$ cat src/core/rss_pkg.sv
// Shared constants, register map and carrier types of the reset source sequencer
package rss_pkg;
    // System clock
    localparam int unsigned CLK_HZ = 20_000_000;
    localparam int unsigned CLK_PERIOD_NS = 50;
    localparam int unsigned CLK_PER_US = CLK_HZ / 1_000_000;

    // APB register map, byte addresses
    localparam int unsigned ADDR_W = 12;
    localparam logic [11:0] OFS_CAUSE = 12'h000;
    localparam logic [11:0] OFS_EVT_STATUS = 12'h004;
    localparam logic [11:0] OFS_EVT_ENABLE = 12'h008;
    localparam logic [11:0] OFS_EVT_CLEAR = 12'h00c;
    localparam logic [11:0] OFS_STATE = 12'h010;

    // Cause and event field layout (same layout in all four registers)
    localparam int unsigned CAUSE_W = 4;
    localparam int unsigned POWERON_BIT = 0;
    localparam int unsigned PIN_BIT = 1;
    localparam int unsigned BROWNOUT_BIT = 2;
    localparam int unsigned WATCHDOG_BIT = 3;
    localparam logic [3:0] CAUSE_RST = 4'h1;
    localparam logic [3:0] EVT_STATUS_RST = 4'h0;
    localparam logic [3:0] EVT_ENABLE_RST = 4'h0;

    // State register fields
    localparam int unsigned ST_RESET_BIT = 0;
    localparam int unsigned ST_STRETCH_BIT = 1;
    localparam int unsigned ST_BOD_EN_BIT = 2;
    localparam int unsigned ST_PIN_EN_BIT = 3;

    // Fuse codes
    localparam logic [2:0] BOD_DISABLED = 3'h7;
    localparam logic [1:0] SUT_SHORT = 2'h0;
    localparam logic [1:0] SUT_MID = 2'h1;
    localparam int unsigned CLOCK_SELECT_FUSES_XTAL_BIT = 3;

    // Timing: pin low filter (least time, rounds up)
    localparam int unsigned PIN_MIN_LOW_NS = 2500;
    localparam int unsigned PIN_MIN_LOW_CYC = (PIN_MIN_LOW_NS + CLK_PERIOD_NS - 1) / CLK_PERIOD_NS;

    // Timing: delay counter time-out choices
    localparam int unsigned TOUT_SHORT_CK = 14;
    localparam int unsigned TOUT_MID_US = 4000;
    localparam int unsigned TOUT_LONG_US = 64000;
    localparam int unsigned TOUT_MID_CYC = TOUT_MID_US * CLK_PER_US;
    localparam int unsigned TOUT_LONG_CYC = TOUT_LONG_US * CLK_PER_US;
    localparam int unsigned START_RC_CK = 6;
    localparam int unsigned START_XTAL_CK = 16384;
    localparam int unsigned DLY_W = 24;

    // Fuse group as seen by the sequencer
    typedef struct packed {
        logic [1:0] startup_time_fuses;
        logic [3:0] clock_select_fuses;
        logic [2:0] brownout_level_fuses;
    } rss_fuse_s;

    // Reset cause flags, bit order as in the status register
    typedef struct packed {
        logic watchdog_cause_flag;
        logic brownout_cause_flag;
        logic pin_cause_flag;
        logic poweron_cause_flag;
    } rss_cause_s;

    // Release sequencer states
    typedef enum logic [1:0] {
        RSS_HOLD,
        RSS_STRETCH,
        RSS_RUN
    } rss_state_e;
endpackage : rss_pkg

$ cat src/core/rss_top.sv
// Reset source sequencer: merges reset sources, stretches reset, records the cause
//
// Our own choices: the APB slave port and the register offsets.
`timescale 1ns/1ps
module rss_top #(
    parameter int unsigned DLY_W = rss_pkg::DLY_W,
    parameter int unsigned TOUT_MID_CYC = rss_pkg::TOUT_MID_CYC,
    parameter int unsigned TOUT_LONG_CYC = rss_pkg::TOUT_LONG_CYC,
    parameter int unsigned START_XTAL_CYC = rss_pkg::START_XTAL_CK,
    parameter int unsigned PIN_MIN_LOW_CYC = rss_pkg::PIN_MIN_LOW_CYC
) (
    // Clock and logic reset
    input wire logic clk_sys_i,
    input wire logic rstn_i,
    // Reset sources
    input wire logic poweron_below_i,
    input wire logic brownout_below_i,
    input wire logic ext_reset_n_i,
    input wire logic watchdog_timeout_i,
    input wire logic watchdog_enabled_i,
    // Configuration
    input wire rss_pkg::rss_fuse_s fuses_i,
    input wire logic pin_reset_en_i,
    // APB slave
    input wire logic psel,
    input wire logic penable,
    input wire logic pwrite,
    input wire logic [11:0] paddr,
    input wire logic [31:0] pwdata,
    output logic [31:0] prdata,
    output logic pready,
    output logic pslverr,
    // Reset outputs and interrupt
    output logic sys_reset_o,
    output logic fetch_start_o,
    output logic irq_o
);
    // Synchronised sources, detector enables and the raw source merge
    logic por_s;
    logic bod_raw_s;
    logic pin_n_s;
    logic bod_en;
    logic pin_en;
    logic async_src;

    // Source activity
    logic por_act;
    logic bod_act;
    logic pin_act_r;
    logic [$clog2(PIN_MIN_LOW_CYC+1)-1:0] pin_low_cnt_r;
    logic wd_pulse_r;
    logic hold;
    rss_pkg::rss_cause_s act_d_r;
    rss_pkg::rss_cause_s act_now;

    // Sequencer
    rss_pkg::rss_state_e state_r;
    rss_pkg::rss_state_e state_nxt;
    logic expired;
    logic [DLY_W-1:0] delay_sel;
    logic sys_reset_r;
    logic fetch_r;

    // Registers
    rss_pkg::rss_cause_s cause_r;
    rss_pkg::rss_cause_s cause_nxt;
    logic [3:0] evt_r;
    logic [3:0] evt_nxt;
    logic [3:0] evt_en_r;
    logic [3:0] evt_raw;
    logic irq_r;

    // Bus
    logic setup;
    logic wr_fire;
    logic [31:0] rd_data;
    logic rd_err;
    logic [31:0] prdata_r;
    logic pready_r;
    logic pslverr_r;

    // Detector enables from fuses and configuration
    assign bod_en = (fuses_i.brownout_level_fuses != rss_pkg::BOD_DISABLED);
    assign pin_en = pin_reset_en_i;

    // Raw analog and pin sources; these set the reset flop without a clock
    assign async_src = poweron_below_i
                     | (bod_en & brownout_below_i)
                     | (pin_en & ~ext_reset_n_i);

    // The power-on, brown-out and pin sources cross into the clock domain through the filter
    rss_sync3 #(
        .WIDTH(3),
        .RST_VAL(3'h5)
    ) u_sync (
        .clk_sys_i(clk_sys_i),
        .rstn_i(rstn_i),
        .async_i({poweron_below_i, brownout_below_i, ext_reset_n_i}),
        .sync_o({por_s, bod_raw_s, pin_n_s})
    );

    assign por_act = por_s;
    assign bod_act = bod_en & bod_raw_s;

    // Pin must stay low for the minimum width; a shorter low holds reset only until the clock after it ends, with no stretch or cause
    always_ff @(posedge clk_sys_i)
    begin
        if (!rstn_i)
        begin
            pin_low_cnt_r <= '0;
            pin_act_r <= 1'b0;
        end
        else if (!pin_en || pin_n_s)
        begin
            pin_low_cnt_r <= '0;
            pin_act_r <= 1'b0;
        end
        else if (pin_low_cnt_r != ($bits(pin_low_cnt_r))'(PIN_MIN_LOW_CYC))
        begin
            pin_low_cnt_r <= pin_low_cnt_r + ($bits(pin_low_cnt_r))'(1);
            pin_act_r <= 1'b0;
        end
        else
        begin
            pin_act_r <= 1'b1;
        end
    end

    // Watchdog expiry becomes a single-cycle internal reset pulse
    always_ff @(posedge clk_sys_i)
    begin
        if (!rstn_i)
        begin
            wd_pulse_r <= 1'b0;
        end
        else
        begin
            wd_pulse_r <= watchdog_timeout_i & watchdog_enabled_i & ~wd_pulse_r;
        end
    end

    // The four merged causes
    assign act_now = '{watchdog_cause_flag: wd_pulse_r, brownout_cause_flag: bod_act,
                       pin_cause_flag: pin_act_r, poweron_cause_flag: por_act};
    assign hold = |act_now;

    // Delay period from start-up time and clock select fuses
    always_comb
    begin
        logic [DLY_W-1:0] tout;
        logic [DLY_W-1:0] start;
        tout = DLY_W'(TOUT_LONG_CYC);
        start = DLY_W'(rss_pkg::START_RC_CK);
        if (fuses_i.startup_time_fuses == rss_pkg::SUT_SHORT)
        begin
            tout = DLY_W'(rss_pkg::TOUT_SHORT_CK);
        end
        else if (fuses_i.startup_time_fuses == rss_pkg::SUT_MID)
        begin
            tout = DLY_W'(TOUT_MID_CYC);
        end
        if (fuses_i.clock_select_fuses[rss_pkg::CLOCK_SELECT_FUSES_XTAL_BIT])
        begin
            start = DLY_W'(START_XTAL_CYC);
        end
        delay_sel = tout + start;
    end

    // Counter reloads in every cycle a source is active, so it starts on the last drop
    rss_delay_counter #(
        .CNT_W(DLY_W)
    ) u_delay (
        .clk_sys_i(clk_sys_i),
        .rstn_i(rstn_i),
        .load_i(hold),
        .value_i(delay_sel),
        .expired_o(expired)
    );

    // Release sequencer
    always_comb
    begin
        state_nxt = state_r;
        case (state_r)
            rss_pkg::RSS_HOLD:
            begin
                if (!hold)
                begin
                    state_nxt = rss_pkg::RSS_STRETCH;
                end
            end
            rss_pkg::RSS_STRETCH:
            begin
                if (hold)
                begin
                    state_nxt = rss_pkg::RSS_HOLD;
                end
                else if (expired)
                begin
                    state_nxt = rss_pkg::RSS_RUN;
                end
            end
            rss_pkg::RSS_RUN:
            begin
                if (hold)
                begin
                    state_nxt = rss_pkg::RSS_HOLD;
                end
            end
            default:
            begin
                state_nxt = rss_pkg::RSS_HOLD;
            end
        endcase
    end

    always_ff @(posedge clk_sys_i)
    begin
        if (!rstn_i)
        begin
            state_r <= rss_pkg::RSS_HOLD;
        end
        else
        begin
            state_r <= state_nxt;
        end
    end

    // Reset output: set at once by analog or pin sources, released only by the sequencer
    always_ff @(posedge clk_sys_i or posedge async_src)
    begin
        if (async_src)
        begin
            sys_reset_r <= 1'b1;
        end
        else if (!rstn_i)
        begin
            sys_reset_r <= 1'b1;
        end
        else
        begin
            sys_reset_r <= (state_nxt != rss_pkg::RSS_RUN);
        end
    end

    // Fetch start pulse on the release edge
    always_ff @(posedge clk_sys_i)
    begin
        if (!rstn_i)
        begin
            fetch_r <= 1'b0;
        end
        else
        begin
            fetch_r <= (state_r != rss_pkg::RSS_RUN) && (state_nxt == rss_pkg::RSS_RUN);
        end
    end

    // Bus handshake: read data captured in setup, answered in the first access cycle
    assign setup = psel && !penable;
    assign wr_fire = psel && penable && pwrite && pready_r;

    // Cause flags: software zero clears, a new cause wins, power-on clears the rest
    always_comb
    begin
        cause_nxt = cause_r;
        if (wr_fire && (paddr == rss_pkg::OFS_CAUSE))
        begin
            cause_nxt = cause_r & rss_pkg::rss_cause_s'(pwdata[3:0]);
        end
        cause_nxt = cause_nxt | act_now;
        if (por_act)
        begin
            cause_nxt.watchdog_cause_flag = 1'b0;
            cause_nxt.brownout_cause_flag = 1'b0;
            cause_nxt.pin_cause_flag = 1'b0;
        end
    end

    // Logic reset only comes with power-up, so the power-on flag reads set after it
    always_ff @(posedge clk_sys_i)
    begin
        if (!rstn_i)
        begin
            cause_r <= rss_pkg::rss_cause_s'(rss_pkg::CAUSE_RST);
        end
        else
        begin
            cause_r <= cause_nxt;
        end
    end

    // Event edges for the interrupt status
    always_ff @(posedge clk_sys_i)
    begin
        if (!rstn_i)
        begin
            act_d_r <= '0;
        end
        else
        begin
            act_d_r <= act_now;
        end
    end

    assign evt_raw = act_now & ~act_d_r;

    // Event status: write one to the clear register; a new event wins over the clear
    always_comb
    begin
        evt_nxt = evt_r;
        if (wr_fire && (paddr == rss_pkg::OFS_EVT_CLEAR))
        begin
            evt_nxt = evt_r & ~pwdata[3:0];
        end
        evt_nxt = evt_nxt | evt_raw;
    end

    always_ff @(posedge clk_sys_i)
    begin
        if (!rstn_i)
        begin
            evt_r <= rss_pkg::EVT_STATUS_RST;
            evt_en_r <= rss_pkg::EVT_ENABLE_RST;
        end
        else
        begin
            evt_r <= evt_nxt;
            if (wr_fire && (paddr == rss_pkg::OFS_EVT_ENABLE))
            begin
                evt_en_r <= pwdata[3:0];
            end
        end
    end

    // Interrupt level follows the next-state values so it never lags the status
    always_ff @(posedge clk_sys_i)
    begin
        if (!rstn_i)
        begin
            irq_r <= 1'b0;
        end
        else if (wr_fire && (paddr == rss_pkg::OFS_EVT_ENABLE))
        begin
            irq_r <= |(evt_nxt & pwdata[3:0]);
        end
        else
        begin
            irq_r <= |(evt_nxt & evt_en_r);
        end
    end

    // Read mux; the clear register reads zero, unmapped addresses answer with an error
    always_comb
    begin
        rd_data = 32'h0000_0000;
        rd_err = 1'b0;
        case (paddr)
            rss_pkg::OFS_CAUSE:
            begin
                rd_data = {28'h000_0000, cause_r};
            end
            rss_pkg::OFS_EVT_STATUS:
            begin
                rd_data = {28'h000_0000, evt_r};
            end
            rss_pkg::OFS_EVT_ENABLE:
            begin
                rd_data = {28'h000_0000, evt_en_r};
            end
            rss_pkg::OFS_EVT_CLEAR:
            begin
                rd_data = 32'h0000_0000;
            end
            rss_pkg::OFS_STATE:
            begin
                rd_data[rss_pkg::ST_RESET_BIT] = sys_reset_r;
                rd_data[rss_pkg::ST_STRETCH_BIT] = (state_r == rss_pkg::RSS_STRETCH);
                rd_data[rss_pkg::ST_BOD_EN_BIT] = bod_en;
                rd_data[rss_pkg::ST_PIN_EN_BIT] = pin_en;
            end
            default:
            begin
                rd_err = 1'b1;
            end
        endcase
    end

    // One wait-free access cycle: pready rises in the cycle after setup
    always_ff @(posedge clk_sys_i)
    begin
        if (!rstn_i)
        begin
            prdata_r <= 32'h0000_0000;
            pready_r <= 1'b0;
            pslverr_r <= 1'b0;
        end
        else
        begin
            pready_r <= setup;
            if (setup)
            begin
                prdata_r <= pwrite ? 32'h0000_0000 : rd_data;
                pslverr_r <= rd_err;
            end
            else
            begin
                pslverr_r <= 1'b0;
            end
        end
    end

    // Outputs
    assign prdata = prdata_r;
    assign pready = pready_r;
    assign pslverr = pslverr_r;
    assign sys_reset_o = sys_reset_r;
    assign fetch_start_o = fetch_r;
    assign irq_o = irq_r;
endmodule : rss_top

$ cat src/core/rss_sync3.sv
// Three-stage input synchroniser with agreement filter
`timescale 1ns/1ps
module rss_sync3 #(
    parameter int unsigned WIDTH = 1,
    parameter logic [WIDTH-1:0] RST_VAL = '0
) (
    // Clock and reset
    input wire logic clk_sys_i,
    input wire logic rstn_i,
    // Asynchronous inputs and filtered result
    input wire logic [WIDTH-1:0] async_i,
    output logic [WIDTH-1:0] sync_o
);
    logic [WIDTH-1:0] s1_r;
    logic [WIDTH-1:0] s2_r;
    logic [WIDTH-1:0] s3_r;
    logic [WIDTH-1:0] out_r;

    // Stage one feeds stage two only; a change counts once stages two and three agree
    always_ff @(posedge clk_sys_i)
    begin
        if (!rstn_i)
        begin
            s1_r <= RST_VAL;
            s2_r <= RST_VAL;
            s3_r <= RST_VAL;
            out_r <= RST_VAL;
        end
        else
        begin
            s1_r <= async_i;
            s2_r <= s1_r;
            s3_r <= s2_r;
            out_r <= (~(s2_r ^ s3_r) & s3_r) | ((s2_r ^ s3_r) & out_r);
        end
    end

    assign sync_o = out_r;
endmodule : rss_sync3

$ cat src/core/rss_delay_counter.sv
// Reloadable down counter that stretches the internal reset
`timescale 1ns/1ps
module rss_delay_counter #(
    parameter int unsigned CNT_W = 24
) (
    // Clock and reset
    input wire logic clk_sys_i,
    input wire logic rstn_i,
    // Reload while a source is active, count down otherwise
    input wire logic load_i,
    input wire logic [CNT_W-1:0] value_i,
    output logic expired_o
);
    logic [CNT_W-1:0] cnt_r;
    logic expired_r;

    // A load always restarts the full period, so a new source mid-count is never shortened
    always_ff @(posedge clk_sys_i)
    begin
        if (!rstn_i)
        begin
            cnt_r <= '0;
            expired_r <= 1'b0;
        end
        else if (load_i)
        begin
            cnt_r <= value_i;
            expired_r <= 1'b0;
        end
        else if (cnt_r != '0)
        begin
            cnt_r <= cnt_r - CNT_W'(1);
            expired_r <= 1'b0;
        end
        else
        begin
            expired_r <= 1'b1;
        end
    end

    assign expired_o = expired_r;
endmodule : rss_delay_counter

$ cat config.mk
export PLATFORM = sky130hd
export DESIGN_NAME = rss_top
export DESIGN_NICKNAME = d
export VERILOG_FILES = /design/src/core/rss_pkg.sv /design/src/core/rss_top.sv /design/src/core/rss_sync3.sv /design/src/core/rss_delay_counter.sv
export SDC_FILE = /design/constraint.sdc
export NUM_CORES = 1
export LEC_CHECK = 0
export BUFFER_PORTS_ARGS = -buffer_cell sky130_fd_sc_hd__buf_4
export CORE_UTILIZATION = 50
export DETAILED_ROUTE_END_ITERATION = 16
export HOLD_SLACK_MARGIN = 0.08
export PLACE_DENSITY = 0.77
export SLEW_MARGIN = 5
export SYNTH_ARGS = -nofsm -noshare
export SYNTH_HDL_FRONTEND = slang
export SYNTH_SLANG_ARGS = --single-unit
$ cat constraint.sdc
create_clock -name clk_sys_i -period 3.4 [get_ports clk_sys_i]
set_clock_uncertainty 0.05 [all_clocks]
set_input_delay 0.34 -clock clk_sys_i [delete_from_list [all_inputs] [get_ports clk_sys_i]]
set_output_delay 0.34 -clock clk_sys_i [all_outputs]
set_load 0.01 [all_outputs]
==> results.txt, run 1 <==
- Setup repair after global routing missed its margin: false
- On the final layout, the worst hold slack is 125 ps.
- The congestion estimate from routability-driven global placement came to 0.887.
- The mapped netlist covers 3550 um2.
- Die extent in x: 86.2 um
* DPL Wire Length: 5040 um
- Number of hold buffers added after CTS: 0
* Synthesized area per cell: 8.76 um2
- Overflow left after global routing: 0
- Aggregate global-route resource usage: 20.5%
- By area the synthesized netlist is led by sky130_fd_sc_hd__dfxtp_1 (40%), sky130_fd_sc_hd__buf_4 (6.1%), sky130_fd_sc_hd__nor2_1 (4.9%), sky130_fd_sc_hd__o21ai_0 (3.4%), sky130_fd_sc_hd__a21oi_1 (3.2%).
* Area share of the largest cell type after synthesis: 40.1%
* Post-CTS Setup Inserts: 0
* Worst-margin pin slew: 653 ps
* Count leader, synth: sky130_fd_sc_hd__dfxtp_1
* Full die area: 7440 um2
- Of all nets on the critical path, the largest fanout is 9.
* Antenna Diode Count: 0
- The initial utilization of the core area, before any placement, comes to 51.9%.
* Wire length of the first global-routing pass: 12000 um
* Tightest Hold Check Type: input pin to register
- The via count of the first global-routing pass came to 2599.
- Power Dens Cells: 441 nW/um2
- The layout has 631 filler cells.
- CTS Sinks: 72
- Vias: 2907
- Number of endpoints with negative hold slack in the final report: 0
- Resize count post-CTS: 0
- The final layout contains 514 nets.
- Most instantiated flip-flop cell in the synthesis netlist: sky130_fd_sc_hd__dfxtp_1
- Post-route DRC violation count: 0
- Startpoint class of the critical path: register
- Crit. End Element: register
- The later pin in the worst-skew pair is clocked with a latency of 350 ps.
- Class of the most critical setup path: register to register
- Leading post-synthesis cells by instance count: sky130_fd_sc_hd__dfxtp_1 (71), sky130_fd_sc_hd__nor2_1 (46), sky130_fd_sc_hd__buf_4 (29), sky130_fd_sc_hd__o21ai_0 (24)
- Cell area after layout: 4020 um2
- Clock transition at the register clock pins on the worst setup and hold paths after CTS: 80 ps
- Dpl cell area: 3820 um2
* Yosys warning count: 0
- TritonCTS built the clock tree.
- #FFs+latches synth: 72
- Share of post-route cells with drive strength above 1: 16.7%
- Total Negative Setup Slacks: 0 ps
- Shortest period the worst path allows: 2310 ps
- Summing all flip-flop and latch instances after layout gives 1450 um2.
- Max_slew headroom: 56.1%
- Area growth, synth to finish: 13.4%
* Power after layout: 1.78 mW
- Buffers placed on the I/O ports in this run total 41.
- The multi-input combinational cells in the finished layout cover a total of 1880 um2.
- Clock tree root driver cell: sky130_fd_sc_hd__clkbuf_8
- Cell leakage power: 1.53 nW
* DRT Pass-1 Iters: 5
- Required arrival time at the worst endpoint: 3570 ps
* Gate Count Post-Synth: 405
- Async S/R FF share, synth: 1.39%
- The floorplan step set the die height to 86.2 um.
* DR vias/cell: 5.34
* Worst path arrival time: 2480 ps
- Cell type contributing the most total cell area after synthesis: sky130_fd_sc_hd__dfxtp_1
- The number of antenna violations at the first check in global routing came to 0.
* Number of enable flip-flop cells after synthesis: 0
* Max-cap violations: 0
- In the final routed layout, each cell accounts on average for 13.2 um.
- In this run the number of H-tree levels came out at 3.
- Worst setup slack for register-to-register paths: 1090 ps
* Final Cycle Share: 67.9%
* Worst ir drop on vdd: 0.273 mV
- The routed design has 7180 um of wire.
- Timing analysis after detailed placement gives a worst setup slack of 963 ps.
- Unique masters post-synth: 57
* Maximum buffer depth of the clock tree: 2
* Maximum number of pins on one net before global-route repair: 29
- Row generation in the floorplan step produced 30 rows.
- The number of clock buffers added by TritonCTS is 9.
- In the post-route analysis, the smallest setup slack over all paths is 1090 ps.
- Pin placement for this block handled 101 I/O pins.
- Setup-violating endpoint count in the final report: 0
- Outcome: finished, final reports clean
* Top achievable clock speed: 433 MHz
- Once detail routing completed, the nets flagged for antenna violations numbered 0.
- The detailed router finished its first iteration with 192 violations.
- Sequential cells were found to cover 40.8% of the synthesized design area.
* Final Max Tran Viols: 0
- The floorplan step defined a core boundary enclosing 6830 um2.
sequential cells by signal, summed over array words and instances (netlist names), 2 cells and up, named ones only:
| signal | count |
|---|---|
| act_d_r | 4 |
| cause_r | 4 |
| evt_en_r | 4 |
| evt_r | 4 |
| pin_low_cnt_r | 6 |
| prdata | 4 |
| state_r | 2 |
| u_delay.cnt_r | 24 |
| u_sync.s1_r | 3 |
| u_sync.s2_r | 3 |
| u_sync.s3_r | 3 |
layout make-up:
cell class,instances,share of cell area [%]
multi-input cells,305,46.8
flip-flops and latches,72,36.0
repair buffers,42,7.84
clock buffers,9,3.08
well taps,96,2.99
clock inverters,7,2.08
inverters,13,1.21
where the power goes:
group / switching [mW] / internal [mW]
Sequential: 0.0148 / 0.860
Combinational: 0.112 / 0.0813
Clock: 0.355 / 0.353
Total: 0.482 / 1.29
layout by cell type (no fill, tap or decap), types with 7 or more instances in the layout:
master / netlist / final
sky130_fd_sc_hd__nor2_1: 46 / 46
sky130_fd_sc_hd__o21ai_0: 24 / 24
sky130_fd_sc_hd__nand2b_1: 13 / 13
sky130_fd_sc_hd__nor3_1: 10 / 10
sky130_fd_sc_hd__nand4_1: 8 / 8
sky130_fd_sc_hd__inv_1: 12 / 12
sky130_fd_sc_hd__clkbuf_8: 0 / 9
sky130_fd_sc_hd__mux2i_1: 8 / 8
sky130_fd_sc_hd__nand3_1: 8 / 8
sky130_fd_sc_hd__xor2_1: 9 / 9
sky130_fd_sc_hd__a21oi_1: 23 / 23
sky130_fd_sc_hd__dfxtp_1: 71 / 71
sky130_fd_sc_hd__nand2_1: 23 / 23
sky130_fd_sc_hd__and2_1: 7 / 7
sky130_fd_sc_hd__ha_1: 7 / 7
sky130_fd_sc_hd__xnor2_1: 12 / 12
sky130_fd_sc_hd__conb_1: 1 / 28
sky130_fd_sc_hd__buf_4: 29 / 42
final timing paths:
path	to	cells past startpoint	start
max	u_delay.cnt_r[13]	5	u_delay.cnt_r[15]
min in group asynchronous	sys_reset_o	2	poweron_below_i
min	u_sync.s1_r[0]	3	ext_reset_n_i
min reg2reg	u_sync.s2_r[0]	1	u_sync.s1_r[0]
max in group asynchronous	sys_reset_o	3	fuses_i[2]
max reg2reg	u_delay.cnt_r[13]	5	u_delay.cnt_r[15]
metrics by stage:
stage / std cells / util, %
floorplan: 432 / -
global placement: 528 / 55.9
detailed placement: 528 / 55.9
CTS: 544 / 58.9
global route: 544 / 58.9
finish: 544 / 58.9
routing by layer:
layer | global-route usage, % | vias to the layer above | wire length (um)
met2 | 31.4 | 106 | 3210
met5 | 0 | - | 0
met1 | 28.2 | 1346 | 3470
li1 | - | 1445 | -
met3 | 3.62 | 10 | 394
met4 | 9.70 | 0 | 113
worst max-delay path, stage by stage (launching register included):
cell	delay, ps
sky130_fd_sc_hd__dfxtp_1	370
sky130_fd_sc_hd__nor4_2	530
sky130_fd_sc_hd__and4_1	510
sky130_fd_sc_hd__nand2_1	330
sky130_fd_sc_hd__nand2_1	250
sky130_fd_sc_hd__o21ai_0	140
kinds of logic after synthesis:
group                      count (synthesis)  synth area share, %
muxes                                      8                 2.26
DFF                                       72                 40.8
AOI/OAI and AO/OA                         83                 14.8
and+or+nand+nor                          158                 25.2
adders and majority gates                  7                 2.47
buffers and inverters                     55                 9.10
other                                      1                0.106
xor gates and xnor gates                  21                 5.18
Power figures use the tool's default switching activity.
==> run 2: changes to the inputs <==
==> constraint.sdc (replaced) <==
create_clock -name clk_sys_i -period 2.4 [get_ports clk_sys_i]
set_clock_uncertainty 0.05 [all_clocks]
set_input_delay 0.24 -clock clk_sys_i [delete_from_list [all_inputs] [get_ports clk_sys_i]]
set_output_delay 0.24 -clock clk_sys_i [all_outputs]
set_load 0.01 [all_outputs]
==> run 2 against run 1 <==
  * Routed wire length decreased by 0.31%
  * Sequential cell count stayed put
  * Worst setup slack worse by 780 ps
  * Critical path type unchanged
  * Maximum frequency is 11% higher
  * Critical path depth unchanged
  * Sequential share of layout area fell by 1.1 points
  * Combinational power up 49%
  * Via count is 2.8% higher
  * Final area rose by 3.0%
  * Sequential power is 42% higher
  * Critical endpoint is now u_delay.cnt_r[22]
  * Core utilization up 1.8 points
  * Total power is 43% higher
==> results.txt, run 2 (same netlist as run 1, synthesis figures left out) <==
- Top achievable clock speed: 480 MHz (was 433 MHz)
- First element of the critical path: u_delay.cnt_r[12] (was u_delay.cnt_r[15])
- The detailed-routed wire length on met2 came to 3220 um (was 3210 um).
* Final Cycle Share: 86.8% (was 67.9%)
* Clock tree root driver cell: sky130_fd_sc_hd__clkbuf_8 (unchanged)
- The clock latency reported for the late side of the worst-skew pair came to 360 ps (was 350 ps).
* Final ANT Viol Nets: 0 (unchanged)
- Setup-violating endpoint count in the final report: 0 (unchanged)
* Number of endpoints with negative hold slack in the final report: 0 (unchanged)
* Cell type of the slowest stage on the worst timing path: sky130_fd_sc_hd__nor4_1 (was sky130_fd_sc_hd__nor4_2)
- Routed wire length per instance: 12.9 um (was 13.2 um)
- Sequential share of power: 48.8% (was 49.3%)
* Antenna violations before repair: 0 (unchanged)
- DR WL met3: 497 um (was 394 um)
- The initial core utilization is 51.9% (unchanged).
* Setup repair after global routing missed its margin: false (unchanged)
- Crit. End Element: register (unchanged)
* Max-cap violations: 0 (unchanged)
- Number of cell rows: 30 (unchanged)
- The worst vdd rail ir drop is 0.413 mV (was 0.273 mV).
- Clock transition at the register clock pins on the worst setup and hold paths after CTS: 90 ps (was 80 ps)
- The clock sink count was 72 (unchanged).
- Startpoint class of the critical path: register (unchanged)
- The leakage dissipation was 1.60 nW (was 1.53 nW).
* Max_slew headroom: 61.7% (was 56.1%)
- The top cell family by delay on the critical path was simple AND/OR/NAND/NOR gates (unchanged).
* DPL Wire Length: 5200 um (was 5040 um)
- The via count of the first global-routing pass was 2701 (was 2599).
- Worst-margin pin slew: 573 ps (was 653 ps)
- The net switching fraction of the power came to 27.3% (was 27.1%).
* Maximum number of pins on one net before global-route repair: 29 (unchanged)
- The number of ports placed on the die boundary is 101 (unchanged).
- Total wirelength of the detailed-routed design: 7160 um (was 7180 um)
* Final Max Tran Viols: 0 (unchanged)
* Portion of total power attributed to combinational logic: 11.3% (was 10.9%)
* Commonest non-fill, non-tap cell in the layout: sky130_fd_sc_hd__dfxtp_1 (unchanged)
- The ratio of total power to cell area was 612 nW/um2 (was 441 nW/um2).
- The antenna diode count was 0 (unchanged).
- The net load switching power is 0.694 mW (was 0.482 mW).
* Post-CTS Setup Inserts: 0 (unchanged)
- The routed via count divided by cell count was 5.36 (was 5.34).
- Met1 Routed Length: 3280 um (was 3470 um)
- Clock tree from TritonCTS: built (unchanged)
- Critical Path, Cell by Cell: nor4_1, nand4_1, nor2_1, nor4b_1, mux2i_1 (was nor4_2, and4_1, nand2_1, nand2_1, o21ai_0)
- Flip-flop count of the largest register after layout: 24 (unchanged)
- Full die area: 7440 um2 (unchanged)
- Hold Crit Depth: 3 (unchanged)
- The logic depth of the worst register-to-register path was 5 (unchanged).
- The final core utilization is 60.7% (was 58.9%).
- The area inside the core boundary was 6830 um2 (unchanged).
* Worst path arrival time: 2260 ps (was 2480 ps)
- The destination of the critical timing path is u_delay.cnt_r[22] (was u_delay.cnt_r[13]).
- The total number of vias came to 2987 (was 2907).
- Outcome: finished, final reports clean (unchanged).
- Buffering stage count on the worst path with inverters included: 0 (unchanged)
- The relative area change from synthesis to final layout is 16.9% (was 13.4%).
* Setup slack at placement: 281 ps (was 963 ps)
* Input/output buffers: 41 (unchanged)
- The number of H-tree levels is 3 (unchanged).
* Worst reg2reg path startpoint: u_delay.cnt_r[12] (was u_delay.cnt_r[15])
* Class of the most critical setup path: register to register (unchanged)
- The slack of the critical path was 316 ps (was 1090 ps).
- Endpoint of the most critical register-to-register path: u_delay.cnt_r[22] (was u_delay.cnt_r[13])
- Cell Count, Final, Fillers Out: 557 (was 544)
- Highest net fanout along the worst path: 8 (was 9)
- Uppermost layer routed: met4 (unchanged)
- Register bank with the most flops: u_delay.cnt_r (unchanged)
- Shortest period the worst path allows: 2080 ps (was 2310 ps)
* Worst setup slack for register-to-register paths: 320 ps (was 1090 ps)
- The DRC violation count after routing is 0 (unchanged).
- Share of post-route cells with drive strength above 1: 18.0% (was 16.7%)
- Number of DRC markers after the initial detailed-route iteration: 209 (was 192)
- Critical path depth: 5 (unchanged)
* Overflow left after global routing: 0 (unchanged)
- Vertical die dimension: 86.2 um (unchanged)
* Number of fillers in the final layout: 644 (was 631)
- Total clock buffers created by CTS: 9 (unchanged)
* Most frequent cells in the layout: sky130_fd_sc_hd__dfxtp_1 (71), sky130_fd_sc_hd__buf_4 (49), sky130_fd_sc_hd__nor2_1 (46) (was sky130_fd_sc_hd__dfxtp_1 (71), sky130_fd_sc_hd__nor2_1 (46), sky130_fd_sc_hd__buf_4 (42))
- Die extent in x: 86.2 um (unchanged)
- Final net count: 527 (was 514)
* Biggest regs: u_delay.cnt_r (24), pin_low_cnt_r (6) (unchanged)
- The critical path data required time was 2570 ps (was 3570 ps).
- Max incr delay on CP: 470 ps (was 530 ps)
* Placed cell count: 536 (was 528)
* Routability Congestion: 0.905 (was 0.887)
- Total Negative Setup Slacks: 0 ps (unchanged)
- The cell internal power dissipation was 1.85 mW (was 1.29 mW).
- Resize count post-CTS: 0 (unchanged)
* Wire length of the first global-routing pass: 11800 um (was 12000 um)
- The length of the first detailed-routing pass in iterations is 7 (was 5).
* Aggregate global-route resource usage: 20.1% (was 20.5%)
- Part of the total power dissipated in the clock network: 39.9% (about the same)
* Maximum buffer depth of the clock tree: 2 (unchanged)
* Tightest Hold Check Type: input pin to register (unchanged)
## run 2: how the worst min path moves through the flow
stage / start / end
after detailed placement: u_sync.s1_r[0] / u_sync.s2_r[0]
after CTS: pwdata[0] / evt_en_r[0]
final: pwdata[0] / evt_en_r[0]
after floorplan: poweron_below_i / sys_reset_o
after global placement: u_sync.s1_r[2] / u_sync.s2_r[2]
after global routing: pwdata[0] / evt_en_r[0]
## run 2: area by class of cell
cell class                      count  area, um2  share of cell area [%]
Clock buffer                        9        124                    2.99
Clock inverter                      7       83.8                    2.02
Inverter                           13       48.8                    1.18
Multi-Input combinational cell    305       1880                    45.4
Sequential cell                    72       1450                    34.9
Tap cell                           96        120                    2.90
Timing Repair Buffer               55        438                    10.6
## run 2: layer usage
| metal | vias to the layer above | global-route usage [%] |
|---|---|---|
| met3 | 22 | 5.71 |
| met2 | 124 | 31.3 |
| met1 | 1369 | 26.4 |
| met4 | 0 | 8.03 |
| met5 | - | 0 |
| li1 | 1472 | - |
## run 2: worst min-delay path, stage by stage
cell and delay [ps]:
sky130_fd_sc_hd__buf_4 100, sky130_fd_sc_hd__mux2i_1 60, sky130_fd_sc_hd__nor2_1 70
## run 2: stage by stage
stage	hold slack, ps	power, mW	cell area [um2]
3_3_place_gp	339	1.54	3890
3_5_place_dp	348	1.54	3890
5_1_grt	109	2.64	4150
4_1_cts	100	2.55	4150
2_1_floorplan	267	1.48	3650
6_report	105	2.54	4150
## run 2: power groups by stage
stage / sequential (mW) / clock (mW) / combinational (mW)
finish: 1.24 / 1.01 / 0.288
global route: 1.24 / 1.08 / 0.319
CTS: 1.24 / 1.03 / 0.285
detailed placement: 1.27 / 0 / 0.277
global placement: 1.27 / 0 / 0.275
floorplan: 1.26 / 0 / 0.220
## run 2: timing repair
action	4_1_cts	5_1_grt
endpoints found under the hold margin	4	0
setup endpoints to repair	0	0
hold buffers	5	0
==> run 3: changes to the inputs <==
--- a/config.mk
+++ b/config.mk
@@ -10,6 +10,7 @@
 export DETAILED_ROUTE_END_ITERATION = 16
 export HOLD_SLACK_MARGIN = 0.08
 export PLACE_DENSITY = 0.77
+export REMOVE_ABC_BUFFERS = 1
 export SLEW_MARGIN = 5
 export SYNTH_ARGS = -nofsm -noshare
 export SYNTH_HDL_FRONTEND = slang
==> constraint.sdc (replaced) <==
create_clock -name clk_sys_i -period 2.4 [get_ports clk_sys_i]
set_clock_uncertainty 0.05 [all_clocks]
set_input_delay 0.24 -clock clk_sys_i [delete_from_list [all_inputs] [get_ports clk_sys_i]]
set_output_delay 0.24 -clock clk_sys_i [all_outputs]
set_load 0.02 [all_outputs]
==> run 3 against run 2 <==
  * Maximum frequency rose by 3.6%
  * Core utilization fell by 0.38 points
  * Non-clock buffer count fell by 1
  * Final cell count fell by 0.18%
  * Critical endpoint is now u_delay.cnt_r[23]
  * Final area fell by 0.63%
  * Via count fell by 0.23%
  * Largest power group unchanged
  * Routed wire length rose by 5.7%
==> results.txt, run 3 (same netlist as run 1, synthesis figures left out) <==
* CTS Sinks: 72 (unchanged)
- The setup slack of the most critical reg-to-reg path is 390 ps (was 320 ps).
- Die extent in x: 86.2 um (unchanged)
* DR vias/cell: 5.36 (about the same)
* Setup repair after global routing missed its margin: false (unchanged)
* CTS H-tree lvls: 3 (unchanged)
- The remaining global-route overflow was 0 (unchanged).
- The library cell used as clock root buffer was sky130_fd_sc_hd__clkbuf_8 (unchanged).
- The post-CTS setup buffer count is 0 (unchanged).
* Utilization of the core after routing: 60.3% (was 60.7%)
* Met2 WL: 3450 um (was 3220 um)
- The leakage dissipation was 1.59 nW (was 1.60 nW).
- Highest net fanout along the worst path: 8 (unchanged)
* Share of post-route cells with drive strength above 1: 17.8% (was 18.0%)
- The number of endpoints failing setup at the final stage was 0 (unchanged).
* Total Negative Setup Slacks: 0 ps (unchanged)
* Max incr delay on CP: 460 ps (was 470 ps)
* Final ANT Viol Nets: 0 (unchanged)
- Final Cycle Share: 83.8% (was 86.8%)
- The clock-pin slew of the registers on the worst-case setup and hold paths was 90 ps (about the same).
- The initial core utilization is 51.9% (unchanged).
- The routed wire length came to 7570 um (was 7160 um).
- Power after layout: 2.54 mW (about the same)
* Total clock buffers created by CTS: 9 (unchanged)
- Clock tree from TritonCTS: built (unchanged)
- Flip-flop count of the largest register after layout: 24 (unchanged)
- The tightest slew margin relative to the limit came to 60.5% (was 61.7%).
- Floorplan core area: 6830 um2 (unchanged)
- The worst vdd rail ir drop came to 0.300 mV (was 0.413 mV).
- Worst skew pair latency: 360 ps (about the same)
* DPL Wire Length: 5490 um (was 5200 um)
* Biggest regs: u_delay.cnt_r (24), pin_low_cnt_r (6) (unchanged)
- Cell occurring most often along the worst timing path: sky130_fd_sc_hd__nor4_1
- The average routed wire per standard cell is 13.6 um (was 12.9 um).
* Antenna Diode Count: 0 (unchanged)
- Antenna violations before repair: 0 (unchanged)
* Worst reg2reg path startpoint: u_delay.cnt_r[12] (unchanged)
- Vias: 2980 (was 2987)
- Resize count post-CTS: 0 (unchanged)
* Number of hold buffers added after CTS: 5 (unchanged)
- Startpoint class of the critical path: register (unchanged)
- The critical path data required time is 2600 ps (was 2570 ps).
- The path type of the worst min-delay path was input pin to register (unchanged).
- Shortest period the worst path allows: 2010 ps (was 2080 ps)
- Final Max Tran Viols: 0 (unchanged)
- The most flop-heavy register is u_delay.cnt_r (unchanged).
- Maximum number of pins on one net before global-route repair: 29 (unchanged)
* Maximum buffer depth of the clock tree: 2 (unchanged)
- Commonest non-fill, non-tap cell in the layout: sky130_fd_sc_hd__dfxtp_1 (unchanged)
* Power Dens Cells: 617 nW/um2 (was 612 nW/um2)
- DRT Pass-1 Iters: 4 (was 7)
- The layout net count is 526 (was 527).
- The number of maximum-capacitance constraint violations came to 0 (unchanged).
* Full die area: 7440 um2 (unchanged)
* Dpl cell area: 3870 um2 (was 3890 um2)
- The post-place setup slack is 298 ps (was 281 ps).
- The kind of capture point of the worst setup path is a register (unchanged).
- Most frequent cells in the layout: sky130_fd_sc_hd__dfxtp_1 (71), sky130_fd_sc_hd__buf_4 (49), sky130_fd_sc_hd__nor2_1 (46) (unchanged)
* Class of the most critical setup path: register to register (unchanged)
- Number of cell rows: 30 (unchanged)
* Outcome: finished, final reports clean (unchanged)
* Endpoint of the most critical register-to-register path: u_delay.cnt_r[23] (was u_delay.cnt_r[22])
- Via count of the first global-routing pass: 2755 (was 2701)
- Met1 Routed Length: 3560 um (was 3280 um)
- Number of endpoints with negative hold slack in the final report: 0 (unchanged)
- Slack of the critical path: 388 ps (was 316 ps)
- The beginning of the worst hold path was pwdata[1] (was pwdata[0]).
- The count of input and output buffers is 41 (unchanged).
- Number of DRC markers after the initial detailed-route iteration: 132 (was 209)
- The maximum operating frequency was 497 MHz (was 480 MHz).
- The logic depth of the worst register-to-register path is 5 (unchanged).
- The weighted congestion at the end of routability-driven global placement came to 0.888 (was 0.905).
- Vertical die dimension: 86.2 um (unchanged)
- Hold Crit Depth: 3 (unchanged)
- The relative area change from synthesis to final layout was 16.1% (was 16.9%).
* Hold Path End: evt_en_r[1] (was evt_en_r[0])
- Critical Path, Cell by Cell: nor4_1, nand4_1, nor4_1, xnor2_1, nor2_1 (was nor4_1, nand4_1, nor2_1, nor4b_1, mux2i_1)
- Wire length of the first global-routing pass: 12500 um (was 11800 um)
- DR WL met3: 405 um (was 497 um)
* Cell type of the slowest stage on the worst timing path: sky130_fd_sc_hd__nor4_1 (unchanged)
- The cell area after layout was 4120 um2 (was 4150 um2).
- Uppermost layer routed: met4 (unchanged)
- The global-route usage over all layers came to 21.5% (was 20.1%).
- The critical path data arrival time came to 2210 ps (was 2260 ps).
* Number of primary I/O pins: 101 (unchanged)
- The slew at the pin with the worst max-slew slack is 591 ps (was 573 ps).
* Post-route DRC violation count: 0 (unchanged)
run 3: power by group:
part	switching [mW]	leakage [nW]	total (mW)	internal [mW]
registers	0.0221	0.588	1.24	1.22
logic	0.183	0.898	0.310	0.127
clock network	0.498	0.101	0.991	0.492
run 3: layout make-up:
class / instances / area, um2
fillers: 627 / 2710
multi-input cells: 305 / 1880
flip-flops and latches: 72 / 1450
repair buffers: 54 / 418
clock buffers: 9 / 124
well taps: 96 / 120
clock inverters: 7 / 77.6
inverters: 13 / 48.8
run 3: metrics by stage:
stage / cells / hold slack [ps]
after floorplan: 390 / 259
after global placement: 535 / 341
after detailed placement: 535 / 342
after CTS: 556 / 99.1
after global routing: 556 / 127
final: 556 / 109
run 3: worst max path at each step:
stage                      start                 to  slack [ps]  depth (start not counted)
2_1_floorplan         fuses_i[2]  u_delay.cnt_r[22]       -1050                          5
3_3_place_gp            paddr[7]              irq_o         320                          7
3_5_place_dp            paddr[7]        evt_en_r[2]         300                          7
4_1_cts        u_delay.cnt_r[12]  u_delay.cnt_r[23]         380                          5
5_1_grt        u_delay.cnt_r[12]  u_delay.cnt_r[23]         190                          5
6_report       u_delay.cnt_r[12]  u_delay.cnt_r[23]         390                          5
run 3: critical path, delay by kind of cell (launching register included):
family	cells	cell delay (ps)
xor gates and xnor gates	1	170
DFF	1	370
and+or+nand+nor	4	1310
run 3: per-layer routing:
metal  track usage, %  vias to the layer above
met5                0                        -
met4             10.2                        0
met3             4.48                       16
met2             35.3                      105
met1             27.1                     1384
li1                 -                     1475
